--- config.mk ---
export PLATFORM = sky130hd
export DESIGN_NAME = atpp_regs
export DESIGN_NICKNAME = d
export VERILOG_FILES = /design/src/include/atpp_pkg.sv /design/src/core/atpp_event_flags.sv /design/src/core/atpp_regs.sv
export SDC_FILE = /design/constraint.sdc
export NUM_CORES = 1
export LEC_CHECK = 0
export ABC_CLOCK_PERIOD_IN_PS = 3900
export BUFFER_PORTS_ARGS = -buffer_cell sky130_fd_sc_hd__buf_2
export CAP_MARGIN = 20
export CELL_PAD_IN_SITES_DETAIL_PLACEMENT = 0
export CELL_PAD_IN_SITES_GLOBAL_PLACEMENT = 2
export CORE_UTILIZATION = 24
export CTS_CLUSTER_DIAMETER = 200
export DETAILED_ROUTE_END_ITERATION = 8
export PLACE_DENSITY = 0.81
export SLEW_MARGIN = 20
export SYNTH_ARGS = -nofsm -noshare
export SYNTH_HDL_FRONTEND = slang
export SYNTH_SLANG_ARGS = --single-unit
--- constraint.sdc ---
create_clock -name ref_clk_i -period 3.9 [get_ports ref_clk_i]
set_input_delay 0.195 -clock ref_clk_i [delete_from_list [all_inputs] [get_ports ref_clk_i]]
set_output_delay 0.195 -clock ref_clk_i [all_outputs]
set_load 0.02 [all_outputs]
--- src/include/atpp_pkg.sv ---
// Shared constants and types of the angular timer period, phase and enable registers
`default_nettype none

package atpp_pkg;

   // ==========================================================================
   // Bus shape
   // ==========================================================================
   localparam int unsigned AXI_ADDR_W = 8;
   localparam int unsigned AXI_DATA_W = 32;
   localparam int unsigned AXI_STRB_W = 4;

   localparam logic [1:0] RESP_OKAY = 2'h0;
   localparam logic [1:0] RESP_SLVERR = 2'h2;

   // ==========================================================================
   // Register byte offsets
   // ==========================================================================
   localparam logic [7:0] OFF_PERIOD_LOW = 8'h00;
   localparam logic [7:0] OFF_PERIOD_HIGH = 8'h04;
   localparam logic [7:0] OFF_PHASE_HIGH = 8'h08;
   localparam logic [7:0] OFF_PHASE_LOW = 8'h0c;
   localparam logic [7:0] OFF_ENABLES = 8'h10;
   localparam logic [7:0] OFF_FLAGS = 8'h14;

   // ==========================================================================
   // Field positions and widths
   // ==========================================================================
   localparam int unsigned EVENT_COUNT = 3;
   localparam int unsigned EV_PHASE_BIT = 2;
   localparam int unsigned EV_MISSED_BIT = 1;
   localparam int unsigned EV_PERIOD_BIT = 0;
   localparam int unsigned OVERFLOW_BIT = 7;
   localparam int unsigned PERIOD_W_DOC = 15;
   localparam int unsigned PHASE_W_DOC = 10;
   localparam int unsigned BYTE_W = 8;

   // ==========================================================================
   // Values after reset
   // ==========================================================================
   localparam logic [2:0] ENABLES_RESET = 3'h0;
   localparam logic [2:0] FLAGS_RESET = 3'h0;
   localparam logic OVERFLOW_RESET = 1'b0;
   localparam logic [31:0] RDATA_RESET = 32'h0000_0000;

   // ==========================================================================
   // Types
   // ==========================================================================
   // Bit order matches the enable and flag register layout
   typedef struct packed {
      logic phase;
      logic missed;
      logic period;
   } atpp_events_t;

   typedef struct packed {
      logic [7:0] addr;
      logic [31:0] data;
      logic [3:0] strb;
   } atpp_wr_req_t;

   typedef enum logic [1:0] {
      WR_IDLE = 2'b01,
      WR_RESP = 2'b10
   } atpp_wr_state_t;

   typedef enum logic [1:0] {
      RD_IDLE = 2'b01,
      RD_DATA = 2'b10
   } atpp_rd_state_t;

endpackage : atpp_pkg

`default_nettype wire

--- src/core/atpp_event_flags.sv ---
// Sticky event flags in which a set always wins over a clear
`default_nettype none

module atpp_event_flags
   import atpp_pkg::*;
#(
   parameter int unsigned FLAG_COUNT = EVENT_COUNT
) (
   input wire logic ref_clk_i,
   input wire logic rst_n_i,
   input wire logic [FLAG_COUNT-1:0] set_i,
   input wire logic [FLAG_COUNT-1:0] clear_i,
   input wire logic [FLAG_COUNT-1:0] reset_value_i,
   output logic [FLAG_COUNT-1:0] flags_o
);

   // ==========================================================================
   // Parameter check
   // ==========================================================================
   if (FLAG_COUNT < 1 || FLAG_COUNT > BYTE_W) begin : g_bad_count
      $error("atpp_event_flags: FLAG_COUNT must lie between 1 and 8");
   end

   // ==========================================================================
   // One flag per event
   // ==========================================================================
   for (genvar i = 0; i < FLAG_COUNT; i++) begin : g_flag
      logic flag;
      logic next_flag;

      // An event in the clearing cycle is kept
      assign next_flag = set_i[i] | (flag & ~clear_i[i]);

      always_ff @(posedge ref_clk_i or negedge rst_n_i) begin
         if (!rst_n_i) begin
            flag <= 1'b0;
         end else begin
            flag <= next_flag;
         end
      end

      assign flags_o[i] = flag;
   end

   // Reset value input is unused; every flag resets to zero whatever it is tied to
   logic unused_reset_value;
   assign unused_reset_value = |reset_value_i;

endmodule : atpp_event_flags

`default_nettype wire

--- src/core/atpp_regs.sv ---
// Angular timer result, interrupt enable and flag registers behind an AXI4-Lite slave
`default_nettype none


// Overview of operation
// - Period low byte reads the low eight bits of the measured period, read-only.
// - Phase high bits 1..0 read the top two bits of the live phase counter.
// - Phase high bits 7..2 always read as zero.
// - Phase low byte reads the low eight bits of the live phase counter.
// - Enable register holds phase, missed-pulse, period enables at bits 2..0, reset zero.
// - Event flags at bits 2..0 set on their event and stay until software clears.
// - Period high bit 7 shows the counter rolled over during the last measurement.
module atpp_regs
   import atpp_pkg::*;
#(
   parameter int unsigned PERIOD_WIDTH = PERIOD_W_DOC,
   parameter int unsigned PHASE_WIDTH = PHASE_W_DOC
) (
   input wire logic ref_clk_i,
   input wire logic rst_n_i,
   // AXI4-Lite write address
   input wire logic [AXI_ADDR_W-1:0] s_axi_awaddr_i,
   input wire logic s_axi_awvalid_i,
   output logic s_axi_awready_o,
   // AXI4-Lite write data
   input wire logic [AXI_DATA_W-1:0] s_axi_wdata_i,
   input wire logic [AXI_STRB_W-1:0] s_axi_wstrb_i,
   input wire logic s_axi_wvalid_i,
   output logic s_axi_wready_o,
   // AXI4-Lite write response
   output logic [1:0] s_axi_bresp_o,
   output logic s_axi_bvalid_o,
   input wire logic s_axi_bready_i,
   // AXI4-Lite read address
   input wire logic [AXI_ADDR_W-1:0] s_axi_araddr_i,
   input wire logic s_axi_arvalid_i,
   output logic s_axi_arready_o,
   // AXI4-Lite read data
   output logic [AXI_DATA_W-1:0] s_axi_rdata_o,
   output logic [1:0] s_axi_rresp_o,
   output logic s_axi_rvalid_o,
   input wire logic s_axi_rready_i,
   // Counting engines
   input wire logic [PERIOD_WIDTH-1:0] period_value_i,
   input wire logic period_capture_i,
   input wire logic period_rollover_i,
   input wire logic [PHASE_WIDTH-1:0] phase_value_i,
   input wire atpp_events_t events_i,
   // Interrupt request
   output logic irq_o
);

   // ==========================================================================
   // Parameter checks
   // ==========================================================================
   if (PERIOD_WIDTH < 9 || PERIOD_WIDTH > PERIOD_W_DOC) begin : g_bad_period
      $error("atpp_regs: PERIOD_WIDTH must lie between 9 and 15");
   end
   if (PHASE_WIDTH < 9 || PHASE_WIDTH > PHASE_W_DOC) begin : g_bad_phase
      $error("atpp_regs: PHASE_WIDTH must lie between 9 and 10");
   end

   // ==========================================================================
   // Declarations
   // ==========================================================================
   atpp_wr_state_t wr_state;
   atpp_wr_state_t next_wr_state;
   atpp_rd_state_t rd_state;
   atpp_rd_state_t next_rd_state;

   atpp_wr_req_t wr_req;
   logic aw_held;
   logic w_held;
   logic [1:0] bresp;

   logic [AXI_DATA_W-1:0] rdata;
   logic [1:0] rresp;

   logic [2:0] enables;
   logic [2:0] flags;
   logic period_overflow_indicator;
   logic overflow_pending;

   // ==========================================================================
   // Engine values widened to the documented layout
   // ==========================================================================
   logic [PERIOD_W_DOC-1:0] period_ext;
   logic [PHASE_W_DOC-1:0] phase_ext;
   logic [2:0] event_vec;

   assign period_ext = PERIOD_W_DOC'(period_value_i);
   assign phase_ext = PHASE_W_DOC'(phase_value_i);
   assign event_vec = events_i;

   // ==========================================================================
   // Write channel handshakes
   // ==========================================================================
   logic wr_idle;
   logic aw_take;
   logic w_take;
   logic wr_commit;
   logic b_done;

   assign wr_idle = (wr_state == WR_IDLE);
   assign s_axi_awready_o = wr_idle & ~aw_held;
   assign s_axi_wready_o = wr_idle & ~w_held;
   assign aw_take = s_axi_awvalid_i & s_axi_awready_o;
   assign w_take = s_axi_wvalid_i & s_axi_wready_o;
   // Address and data may arrive in either order; commit once both are held
   assign wr_commit = wr_idle & aw_held & w_held;
   assign b_done = s_axi_bvalid_o & s_axi_bready_i;
   assign s_axi_bvalid_o = (wr_state == WR_RESP);
   assign s_axi_bresp_o = bresp;

   // ==========================================================================
   // Write address decode
   // ==========================================================================
   logic wsel_period_low;
   logic wsel_period_high;
   logic wsel_phase_high;
   logic wsel_phase_low;
   logic wsel_enables;
   logic wsel_flags;
   logic wsel_mapped;
   logic wr_lane0;

   assign wsel_period_low = (wr_req.addr[7:2] == OFF_PERIOD_LOW[7:2]);
   assign wsel_period_high = (wr_req.addr[7:2] == OFF_PERIOD_HIGH[7:2]);
   assign wsel_phase_high = (wr_req.addr[7:2] == OFF_PHASE_HIGH[7:2]);
   assign wsel_phase_low = (wr_req.addr[7:2] == OFF_PHASE_LOW[7:2]);
   assign wsel_enables = (wr_req.addr[7:2] == OFF_ENABLES[7:2]);
   assign wsel_flags = (wr_req.addr[7:2] == OFF_FLAGS[7:2]);
   assign wsel_mapped = wsel_period_low | wsel_period_high | wsel_phase_high
                      | wsel_phase_low | wsel_enables | wsel_flags;
   // All fields live in byte lane 0
   assign wr_lane0 = wr_req.strb[0];

   logic wr_enables;
   logic wr_flags;

   assign wr_enables = wr_commit & wsel_enables & wr_lane0;
   assign wr_flags = wr_commit & wsel_flags & wr_lane0;

   // ==========================================================================
   // Write channel state
   // ==========================================================================
   always_comb begin
      next_wr_state = wr_state;
      case (wr_state)
         WR_IDLE: begin
            if (wr_commit) begin
               next_wr_state = WR_RESP;
            end
         end
         WR_RESP: begin
            if (b_done) begin
               next_wr_state = WR_IDLE;
            end
         end
         default: begin
            next_wr_state = WR_IDLE;
         end
      endcase
   end

   always_ff @(posedge ref_clk_i or negedge rst_n_i) begin
      if (!rst_n_i) begin
         wr_state <= WR_IDLE;
      end else begin
         wr_state <= next_wr_state;
      end
   end

   always_ff @(posedge ref_clk_i or negedge rst_n_i) begin
      if (!rst_n_i) begin
         aw_held <= 1'b0;
         w_held <= 1'b0;
         wr_req <= '0;
      end else begin
         if (aw_take) begin
            aw_held <= 1'b1;
            wr_req.addr <= s_axi_awaddr_i;
         end else if (wr_commit) begin
            aw_held <= 1'b0;
         end
         if (w_take) begin
            w_held <= 1'b1;
            wr_req.data <= s_axi_wdata_i;
            wr_req.strb <= s_axi_wstrb_i;
         end else if (wr_commit) begin
            w_held <= 1'b0;
         end
      end
   end

   // Writes to read-only registers are accepted and ignored
   always_ff @(posedge ref_clk_i or negedge rst_n_i) begin
      if (!rst_n_i) begin
         bresp <= RESP_OKAY;
      end else if (wr_commit) begin
         bresp <= wsel_mapped ? RESP_OKAY : RESP_SLVERR;
      end
   end

   // ==========================================================================
   // Read channel handshakes and decode
   // ==========================================================================
   logic ar_take;
   logic r_done;
   logic rsel_period_low;
   logic rsel_period_high;
   logic rsel_phase_high;
   logic rsel_phase_low;
   logic rsel_enables;
   logic rsel_flags;
   logic rsel_mapped;

   assign s_axi_arready_o = (rd_state == RD_IDLE);
   assign ar_take = s_axi_arvalid_i & s_axi_arready_o;
   assign r_done = s_axi_rvalid_o & s_axi_rready_i;
   assign s_axi_rvalid_o = (rd_state == RD_DATA);
   assign s_axi_rdata_o = rdata;
   assign s_axi_rresp_o = rresp;

   assign rsel_period_low = (s_axi_araddr_i[7:2] == OFF_PERIOD_LOW[7:2]);
   assign rsel_period_high = (s_axi_araddr_i[7:2] == OFF_PERIOD_HIGH[7:2]);
   assign rsel_phase_high = (s_axi_araddr_i[7:2] == OFF_PHASE_HIGH[7:2]);
   assign rsel_phase_low = (s_axi_araddr_i[7:2] == OFF_PHASE_LOW[7:2]);
   assign rsel_enables = (s_axi_araddr_i[7:2] == OFF_ENABLES[7:2]);
   assign rsel_flags = (s_axi_araddr_i[7:2] == OFF_FLAGS[7:2]);
   assign rsel_mapped = rsel_period_low | rsel_period_high | rsel_phase_high
                      | rsel_phase_low | rsel_enables | rsel_flags;

   // ==========================================================================
   // Read data selection
   // ==========================================================================
   logic [7:0] byte_period_low;
   logic [7:0] byte_period_high;
   logic [7:0] byte_phase_high;
   logic [7:0] byte_phase_low;
   logic [7:0] byte_enables;
   logic [7:0] byte_flags;
   logic [7:0] rd_byte;

   assign byte_period_low = period_ext[7:0];
   assign byte_period_high = {period_overflow_indicator, period_ext[14:8]};
   assign byte_phase_high = {6'h00, phase_ext[9:8]};
   assign byte_phase_low = phase_ext[7:0];
   assign byte_enables = {5'h00, enables};
   assign byte_flags = {5'h00, flags};

   assign rd_byte = ({8{rsel_period_low}} & byte_period_low)
                  | ({8{rsel_period_high}} & byte_period_high)
                  | ({8{rsel_phase_high}} & byte_phase_high)
                  | ({8{rsel_phase_low}} & byte_phase_low)
                  | ({8{rsel_enables}} & byte_enables)
                  | ({8{rsel_flags}} & byte_flags);

   // ==========================================================================
   // Read channel state
   // ==========================================================================
   always_comb begin
      next_rd_state = rd_state;
      case (rd_state)
         RD_IDLE: begin
            if (ar_take) begin
               next_rd_state = RD_DATA;
            end
         end
         RD_DATA: begin
            if (r_done) begin
               next_rd_state = RD_IDLE;
            end
         end
         default: begin
            next_rd_state = RD_IDLE;
         end
      endcase
   end

   always_ff @(posedge ref_clk_i or negedge rst_n_i) begin
      if (!rst_n_i) begin
         rd_state <= RD_IDLE;
      end else begin
         rd_state <= next_rd_state;
      end
   end

   // Values are sampled at the address handshake and held until taken
   always_ff @(posedge ref_clk_i or negedge rst_n_i) begin
      if (!rst_n_i) begin
         rdata <= RDATA_RESET;
         rresp <= RESP_OKAY;
      end else if (ar_take) begin
         rdata <= {24'h00_0000, rd_byte};
         rresp <= rsel_mapped ? RESP_OKAY : RESP_SLVERR;
      end
   end

   // ==========================================================================
   // Interrupt enables
   // ==========================================================================
   always_ff @(posedge ref_clk_i or negedge rst_n_i) begin
      if (!rst_n_i) begin
         enables <= ENABLES_RESET;
      end else if (wr_enables) begin
         enables <= wr_req.data[2:0];
      end
   end

   // ==========================================================================
   // Event flags
   // ==========================================================================
   logic [2:0] flag_clear;
   logic [2:0] clear_by_write;
   logic [2:0] clear_by_read;

   // Writing zero clears a flag, writing one leaves it alone
   assign clear_by_write = wr_flags ? ~wr_req.data[2:0] : 3'h0;
   // Reading the flag register returns the flags and then clears them
   assign clear_by_read = (ar_take & rsel_flags) ? 3'h7 : 3'h0;
   assign flag_clear = clear_by_write | clear_by_read;

   atpp_event_flags #(
      .FLAG_COUNT(EVENT_COUNT)
   ) u_flags (
      .ref_clk_i(ref_clk_i),
      .rst_n_i(rst_n_i),
      .set_i(event_vec),
      .clear_i(flag_clear),
      .reset_value_i(FLAGS_RESET),
      .flags_o(flags)
   );

   // ==========================================================================
   // Period overflow indicator
   // ==========================================================================
   // A rollover in the capture cycle still belongs to the ending measurement
   always_ff @(posedge ref_clk_i or negedge rst_n_i) begin
      if (!rst_n_i) begin
         overflow_pending <= OVERFLOW_RESET;
         period_overflow_indicator <= OVERFLOW_RESET;
      end else if (period_capture_i) begin
         period_overflow_indicator <= overflow_pending | period_rollover_i;
         overflow_pending <= 1'b0;
      end else if (period_rollover_i) begin
         overflow_pending <= 1'b1;
      end
   end

   // ==========================================================================
   // Interrupt request
   // ==========================================================================
   assign irq_o = |(flags & enables);

endmodule : atpp_regs

`default_nettype wire

**Yosys cells after proc, flatten, opt, wreduce, memory -nomap -nowiden**

Index checks and enable logic that the tools add are counted.

- Bits in registers: 38
- Input bits: 89
- Output and inout bits: 42
- Word-level logic and storage cells: 107

- Equality and inequality tests: 18
- Muxes and demuxes: 15
- Bitwise gates (word level): 50
- Reductions and logical operators: 8

Operator list:

| cell | count |
|---|---|
| bitwise OR 8 bit | 5 |
| bitwise AND 8 bit | 3 |
| == test 6 x 2 -> 1 bit (second input constant) | 4 |
| == test 6 x 3 -> 1 bit (second input constant) | 4 |
| bitwise AND 1 bit | 17 |
| bitwise AND 8 x 3 -> 8 bit | 2 |
| bitwise OR 1 bit | 14 |
| == test 6 x 1 -> 1 bit (second input constant) | 2 |
| logical NOT 6 bit | 2 |
| two-way mux 2 bit | 6 |
| bitwise AND 8 x 2 -> 8 bit | 1 |
| != test 2 x 1 -> 1 bit (second input constant) | 4 |
| case mux 2 bit (2 select lines) | 2 |
| two-way mux 3 bit | 2 |
| nonzero test 2 bit | 3 |
| two-way mux 1 bit | 5 |
| NOT 1 bit | 5 |
| == test 2 x 1 -> 1 bit (second input constant) | 2 |
| == test 2 bit (second input constant) | 2 |
| AND reduction 2 bit | 2 |
| bitwise AND 3 bit | 1 |
| NOT 3 bit | 1 |
| bitwise OR 3 bit | 1 |
| OR reduction 3 bit | 1 |

**Longest topological paths before layout**

- Depth after elaboration: 10
- Gate-level depth with buffers: 6
- Depth with buffers taken out: 4

**By module**

A second synthesis with hierarchy kept.

- Cell total of the unflattened synthesis: 185
- Area total of the unflattened synthesis: 1866.8 sq um

By module, submodules not included:

| module | times used | cells an instance | area each (sq um) | seq. area each (sq um) |
|---|---|---|---|---|
| atpp_regs | 1 | 173 | 1735.4 | 778.2 |
| atpp_event_flags | 1 | 12 | 131.4 | 75.1 |

**Worst setup path after synthesis**

Ideal clock, no wire load.

- Kind: register to register
- From: register wr_state[0]
- To: register wr_req[38] (netlist name)
- Setup time: 0.125 ns
- Arrival: 1.543 ns
- Required time: 3.775 ns
- Slack: 2.233 ns
- Stages on the path, launching flop included: 6
- Path buffers: 1
- Clock period less this slack: 1.667 ns
- Path through: dfstp_2 > nand2b_1 > nor2_1 > and2_4 > buf_6 > mux2_2

- Longest elaborated chain between the ends: 3

RTL lines:

| item | RTL line | text |
|---|---|---|
| start: declaration | atpp_regs.sv:66 | `atpp_wr_state_t wr_state;` |
| start signal: assignment | atpp_regs.sv:170 | `wr_state <= next_wr_state;` |
| == test 2 x 1 -> 1 bit | atpp_regs.sv:104 | `assign wr_idle = (wr_state == WR_IDLE);` |
| bitwise AND 1 bit | atpp_regs.sv:105 | `assign s_axi_awready_o = wr_idle & ~aw_held;` |
| named net s_axi_awready_o | atpp_regs.sv:24 | `output logic s_axi_awready_o,` |
| bitwise AND 1 bit | atpp_regs.sv:107 | `assign aw_take = s_axi_awvalid_i & s_axi_awready_o;` |
| end: declaration | atpp_regs.sv:71 | `atpp_wr_req_t wr_req;` |

The timed path passes the listed nets, and every way through them passes these cells.
A chain may end at the register's enable or synchronous reset.

**Worst setup path in the final report**

- From: register u_flags.g_flag[1].flag
- To: output port irq_o

- Longest elaborated chain between the ends: 2

RTL lines:

| item | RTL line | text |
|---|---|---|
| start: declaration | atpp_event_flags.sv:28 | `logic flag;` |
| start signal: assignment | atpp_event_flags.sv:38 | `flag <= next_flag;` |
| bitwise AND 3 bit | atpp_regs.sv:354 | `assign irq_o = \|(flags & enables);` |
| OR reduction 3 bit | atpp_regs.sv:354 |  |
| end: declaration | atpp_regs.sv:50 | `output logic irq_o` |

No other way between the ends.

==> PnR_summary.wiki <==
{| class="wikitable"
! Metric !! Value
|-
| Total internal power || around 0.78 mW
|-
| Fraction of layout instances using a drive strength above 1 || 38.9%
|-
| Source of the worst register-to-register timing path || wr_state[0]
|-
| Maximum level of the CTS H-tree || 2
|-
| Non-Filler Cell Area, Final || approximately 2300 sq um
|-
| Result of the run || complete, but fails checks
|-
| Signal arrival time at the worst endpoint || 1.27 ns
|-
| Post-synthesis async set-or-reset flop share || 100%
|-
| Final critical-path setup slack || 2.44 ns
|-
| Setup crit end kind || output pin
|-
| Critical Path Slowest Stage Cell || sky130_fd_sc_hd__dfrtp_1
|-
| Clock root buffer || sky130_fd_sc_hd__clkbuf_8
|-
| Area delta synth->final || 22.4%
|-
| Mean number of vias per cell || 4.07
|-
| Shortest period the worst path allows || 1.46 ns
|-
| Aggregate global-route resource usage || 10.1%
|-
| Number of hold-slack violations in the final timing report || 32
|-
| HPWL after detailed placement || 2990 um
|-
| Violated checks || hold timing
|-
| Worst reg-to-reg setup slack || between 2 and 2.5 ns
|-
| Portion of synthesized cell area occupied by the leading cell type || 43.4%
|-
| Library cell with the largest summed area after synthesis || sky130_fd_sc_hd__dfrtp_1
|-
| Fillers || 772
|-
| First-pass GRT wire length || 6410 um
|-
| Largest net degree at the start of global routing || 35
|-
| Overall overflow remaining after global route || 0
|-
| Startpoint class of the critical path || flop
|-
| Maximum clock rate || 683 MHz
|-
| Clock Power Share || 22.6%
|-
| Distinct cell type count of the synthesized netlist || 36
|-
| Clock latency of the later-clocked register in the worst-skew pair || 0.29 ns
|-
| Post-route fraction of the period consumed by the critical path || 37.5%
|-
| NumNets Final || around 330
|-
| Total detailed-routing wirelength || between 3000 and 4000 um
|-
| Seq pwr share || 44.9%
|-
| Number of remaining DRC errors || 0
|-
| Buffers added on ports || 68
|-
| Placeable core area || 7330 sq um
|-
| Drt first-iter violations || 53
|-
| Die width || 89.7 um
|-
| Power density over the cells || roughly 530 nW/um^2
|-
| Class of the tightest hold or removal check || in2async
|-
| Post-synth design cell area || 1850 sq um
|-
| Hold Buf Count CTS || 0
|-
| CP Max Fanout || 3
|-
| Post-Route Hold Slack || -0.0257 ns
|-
| Max Cap Viol || 0
|-
| Worst IR drop on VDD || 311 uV
|-
| Routed length per placed instance || 11.3 um
|-
| Cell Rows || 31
|-
| Sum Neg Setup Slack || 0 ns
|-
| Capture point of the worst reg-to-reg path || wr_lane0
|-
| Required time of the critical path || 3.70 ns
|-
| Final Max Slew Viols || 0
|-
| RSZ-0062 raised after global routing || false
|-
| Count of TritonRoute iterations in the first routing pass || 4
|-
| Fraction of power spent switching nets || about a third
|-
| Leakage power figure || 1.15 nW
|-
| Vias after detailed routing || 1395
|-
| Post-cts gate resize count || 0
|-
| Maximum cell stage delay along the critical path || around 0.4 ns
|-
| Number of buffers inserted during clock tree synthesis || 5
|-
| Clock slew at the register clock pins of the worst setup and hold paths || 0.07 ns
|-
| Warnings from Yosys || 0
|-
| Number of sinks on the clock net || 34
|-
| Biggest area contributors in the synthesized netlist || sky130_fd_sc_hd__dfrtp_1 43%, sky130_fd_sc_hd__buf_4 11%, sky130_fd_sc_hd__mux2_2 7.3%
|-
| Fraction of the yosys area taken by sequential cells || 46.2%
|-
| Buffer depth of the longest clock path || 2
|-
| Number of nets with antenna violations after detailed routing || 0
|-
| Placed cell area || ~2200 sq um
|-
| CP cell instances || a222oi_1 -> inv_1 -> buf_2
|-
| Final Core Density || between 30 and 40%
|-
| Cell count after synthesis || 174
|-
| Number of setup buffers added after CTS || 0
|-
| I/O pin count || 131
|-
| Routability-driven placement congestion ratio || 0.694
|-
| TritonCTS clock tree || done
|-
| DIE HEIGHT || 89.7 um
|-
| Diode insertion count for antenna repair || 0
|-
| Starting density of the core || 25.2%
|-
| Crit Path Class || reg2out
|-
| Place WS || ~2.4 ns
|-
| Number of register bits inferred by synthesis || 34
|-
| Max Clock Skew || 0.00438 ns
|-
| Final setup violation count || 0
|-
| Worst-case reg-to-reg path depth || 4
|-
| Via count of the first global-routing pass || 1310
|-
| Number of flops mapped to enable cells by yosys || 0
|-
| Top FF cell, synth || sky130_fd_sc_hd__dfrtp_1
|-
| Mean instance size in the synthesized netlist || 10.6 sq um
|-
| Slew @ Worst Pin || 0.759 ns
|-
| Fraction of power consumed by combinational cells || 32.6%
|-
| Rel. slew slack || 49.4%
|-
| Initial antenna violation count || 0
|-
| Total net switching power || 0.405 mW
|-
| Area of the die || 8050 sq um
|}
==> placed cells by master, fill, tap and decap left out, types with 5 or more instances in the layout <==
master / netlist / layout
sky130_fd_sc_hd__clkbuf_8: 0 / 6
sky130_fd_sc_hd__o21ai_0: 6 / 6
sky130_fd_sc_hd__mux2_2: 12 / 12
sky130_fd_sc_hd__nor2_1: 12 / 12
sky130_fd_sc_hd__dfrtp_1: 32 / 32
sky130_fd_sc_hd__mux2i_1: 8 / 8
sky130_fd_sc_hd__nand3_1: 7 / 7
sky130_fd_sc_hd__a21oi_1: 5 / 5
sky130_fd_sc_hd__conb_1: 1 / 26
sky130_fd_sc_hd__inv_1: 8 / 8
sky130_fd_sc_hd__nand2_1: 7 / 7
sky130_fd_sc_hd__a22o_1: 5 / 5
sky130_fd_sc_hd__buf_2: 0 / 68
sky130_fd_sc_hd__nand2b_1: 6 / 6
==> logic make-up after synthesis <==
family	Yosys count	synth area share (%)
compound gates	27	9.62
buf+inv	39	14.4
other cells	1	0.203
mux	23	14.9
flops	34	46.2
simple gates	50	14.6
==> synth_stat cells (3+ instances only) <==
cell type                   n
sky130_fd_sc_hd__mux2_2    12
sky130_fd_sc_hd__nor2b_1    3
sky130_fd_sc_hd__a22o_1     5
sky130_fd_sc_hd__dfrtp_1   32
sky130_fd_sc_hd__o211ai_1   3
sky130_fd_sc_hd__nand2b_1   6
sky130_fd_sc_hd__nand2_1    7
sky130_fd_sc_hd__a21oi_1    5
sky130_fd_sc_hd__inv_1      8
sky130_fd_sc_hd__a31oi_1    3
sky130_fd_sc_hd__nor2_1    12
sky130_fd_sc_hd__nor3_1     3
sky130_fd_sc_hd__buf_4     28
sky130_fd_sc_hd__mux2i_1    8
sky130_fd_sc_hd__nand3_1    7
sky130_fd_sc_hd__o21ai_0    6
==> state kept, by name, indices dropped and copies added, names as in the netlist <==
register and cells:
s_axi_bresp_o 1, s_axi_rresp_o 1, s_axi_rdata_o 8, u_flags.g_flag.flag 3
aw_held 1, period_overflow_indicator 1, wr_lane0 1, wr_state 2
overflow_pending 1, wr_req 9, enables 3, rd_state 2
w_held 1
==> area by class of cell <==
cell class,instances,area (sq um),area share (%)
inverters,8,30.0,1.33
flip-flops and latches,34,853,37.8
well taps,99,124,5.48
clock inverters,1,5.00,0.221
repair buffers,68,340,15.1
clock buffers,7,86.3,3.82
multi-input cells,126,821,36.3
==> worst max-delay path, delay by kind of cell (launching register included) <==
family	cells	cell delay [ns]
flip-flops	1	0.40
buffers and inverters	2	0.25
AO/OA/AOI/OAI	1	0.34
==> power groups by stage <==
stage          combinational, mW  clock, mW  sequential (mW)
6_report                   0.387      0.269            0.533
3_3_place_gp               0.387          0            0.537
3_5_place_dp               0.392          0            0.540
4_1_cts                    0.392      0.281            0.534
5_1_grt                    0.431      0.302            0.551
2_1_floorplan              0.305          0            0.531
==> stage by stage <==
step,cells,power (mW)
global route,343,1.28
CTS,343,1.21
detailed placement,335,0.932
finish,343,1.19
global placement,335,0.924
floorplan,199,0.836
==> layer usage <==
metal | global-route usage [%] | vias up | routed length, um
li1 | - | 690 | -
met1 | 12.7 | 637 | 1730
met2 | 15.4 | 61 | 1750
met3 | 4.15 | 7 | 342
met4 | 4.10 | 0 | 57
met5 | 0 | - | 0
==> how the worst max path moves through the flow <==
stage,depth (start not counted),end,slack [ns],from
floorplan,5,wr_req[38],2.23,wr_state[0]
global placement,4,s_axi_rdata_o[0],2.44,s_axi_araddr_i[2]
detailed placement,4,s_axi_rdata_o[0],2.44,s_axi_araddr_i[2]
CTS,3,irq_o,2.43,u_flags.g_flag[1].flag
global route,3,irq_o,2.29,u_flags.g_flag[1].flag
finish,3,irq_o,2.44,u_flags.g_flag[1].flag
(Power assumes the default switching activity.)
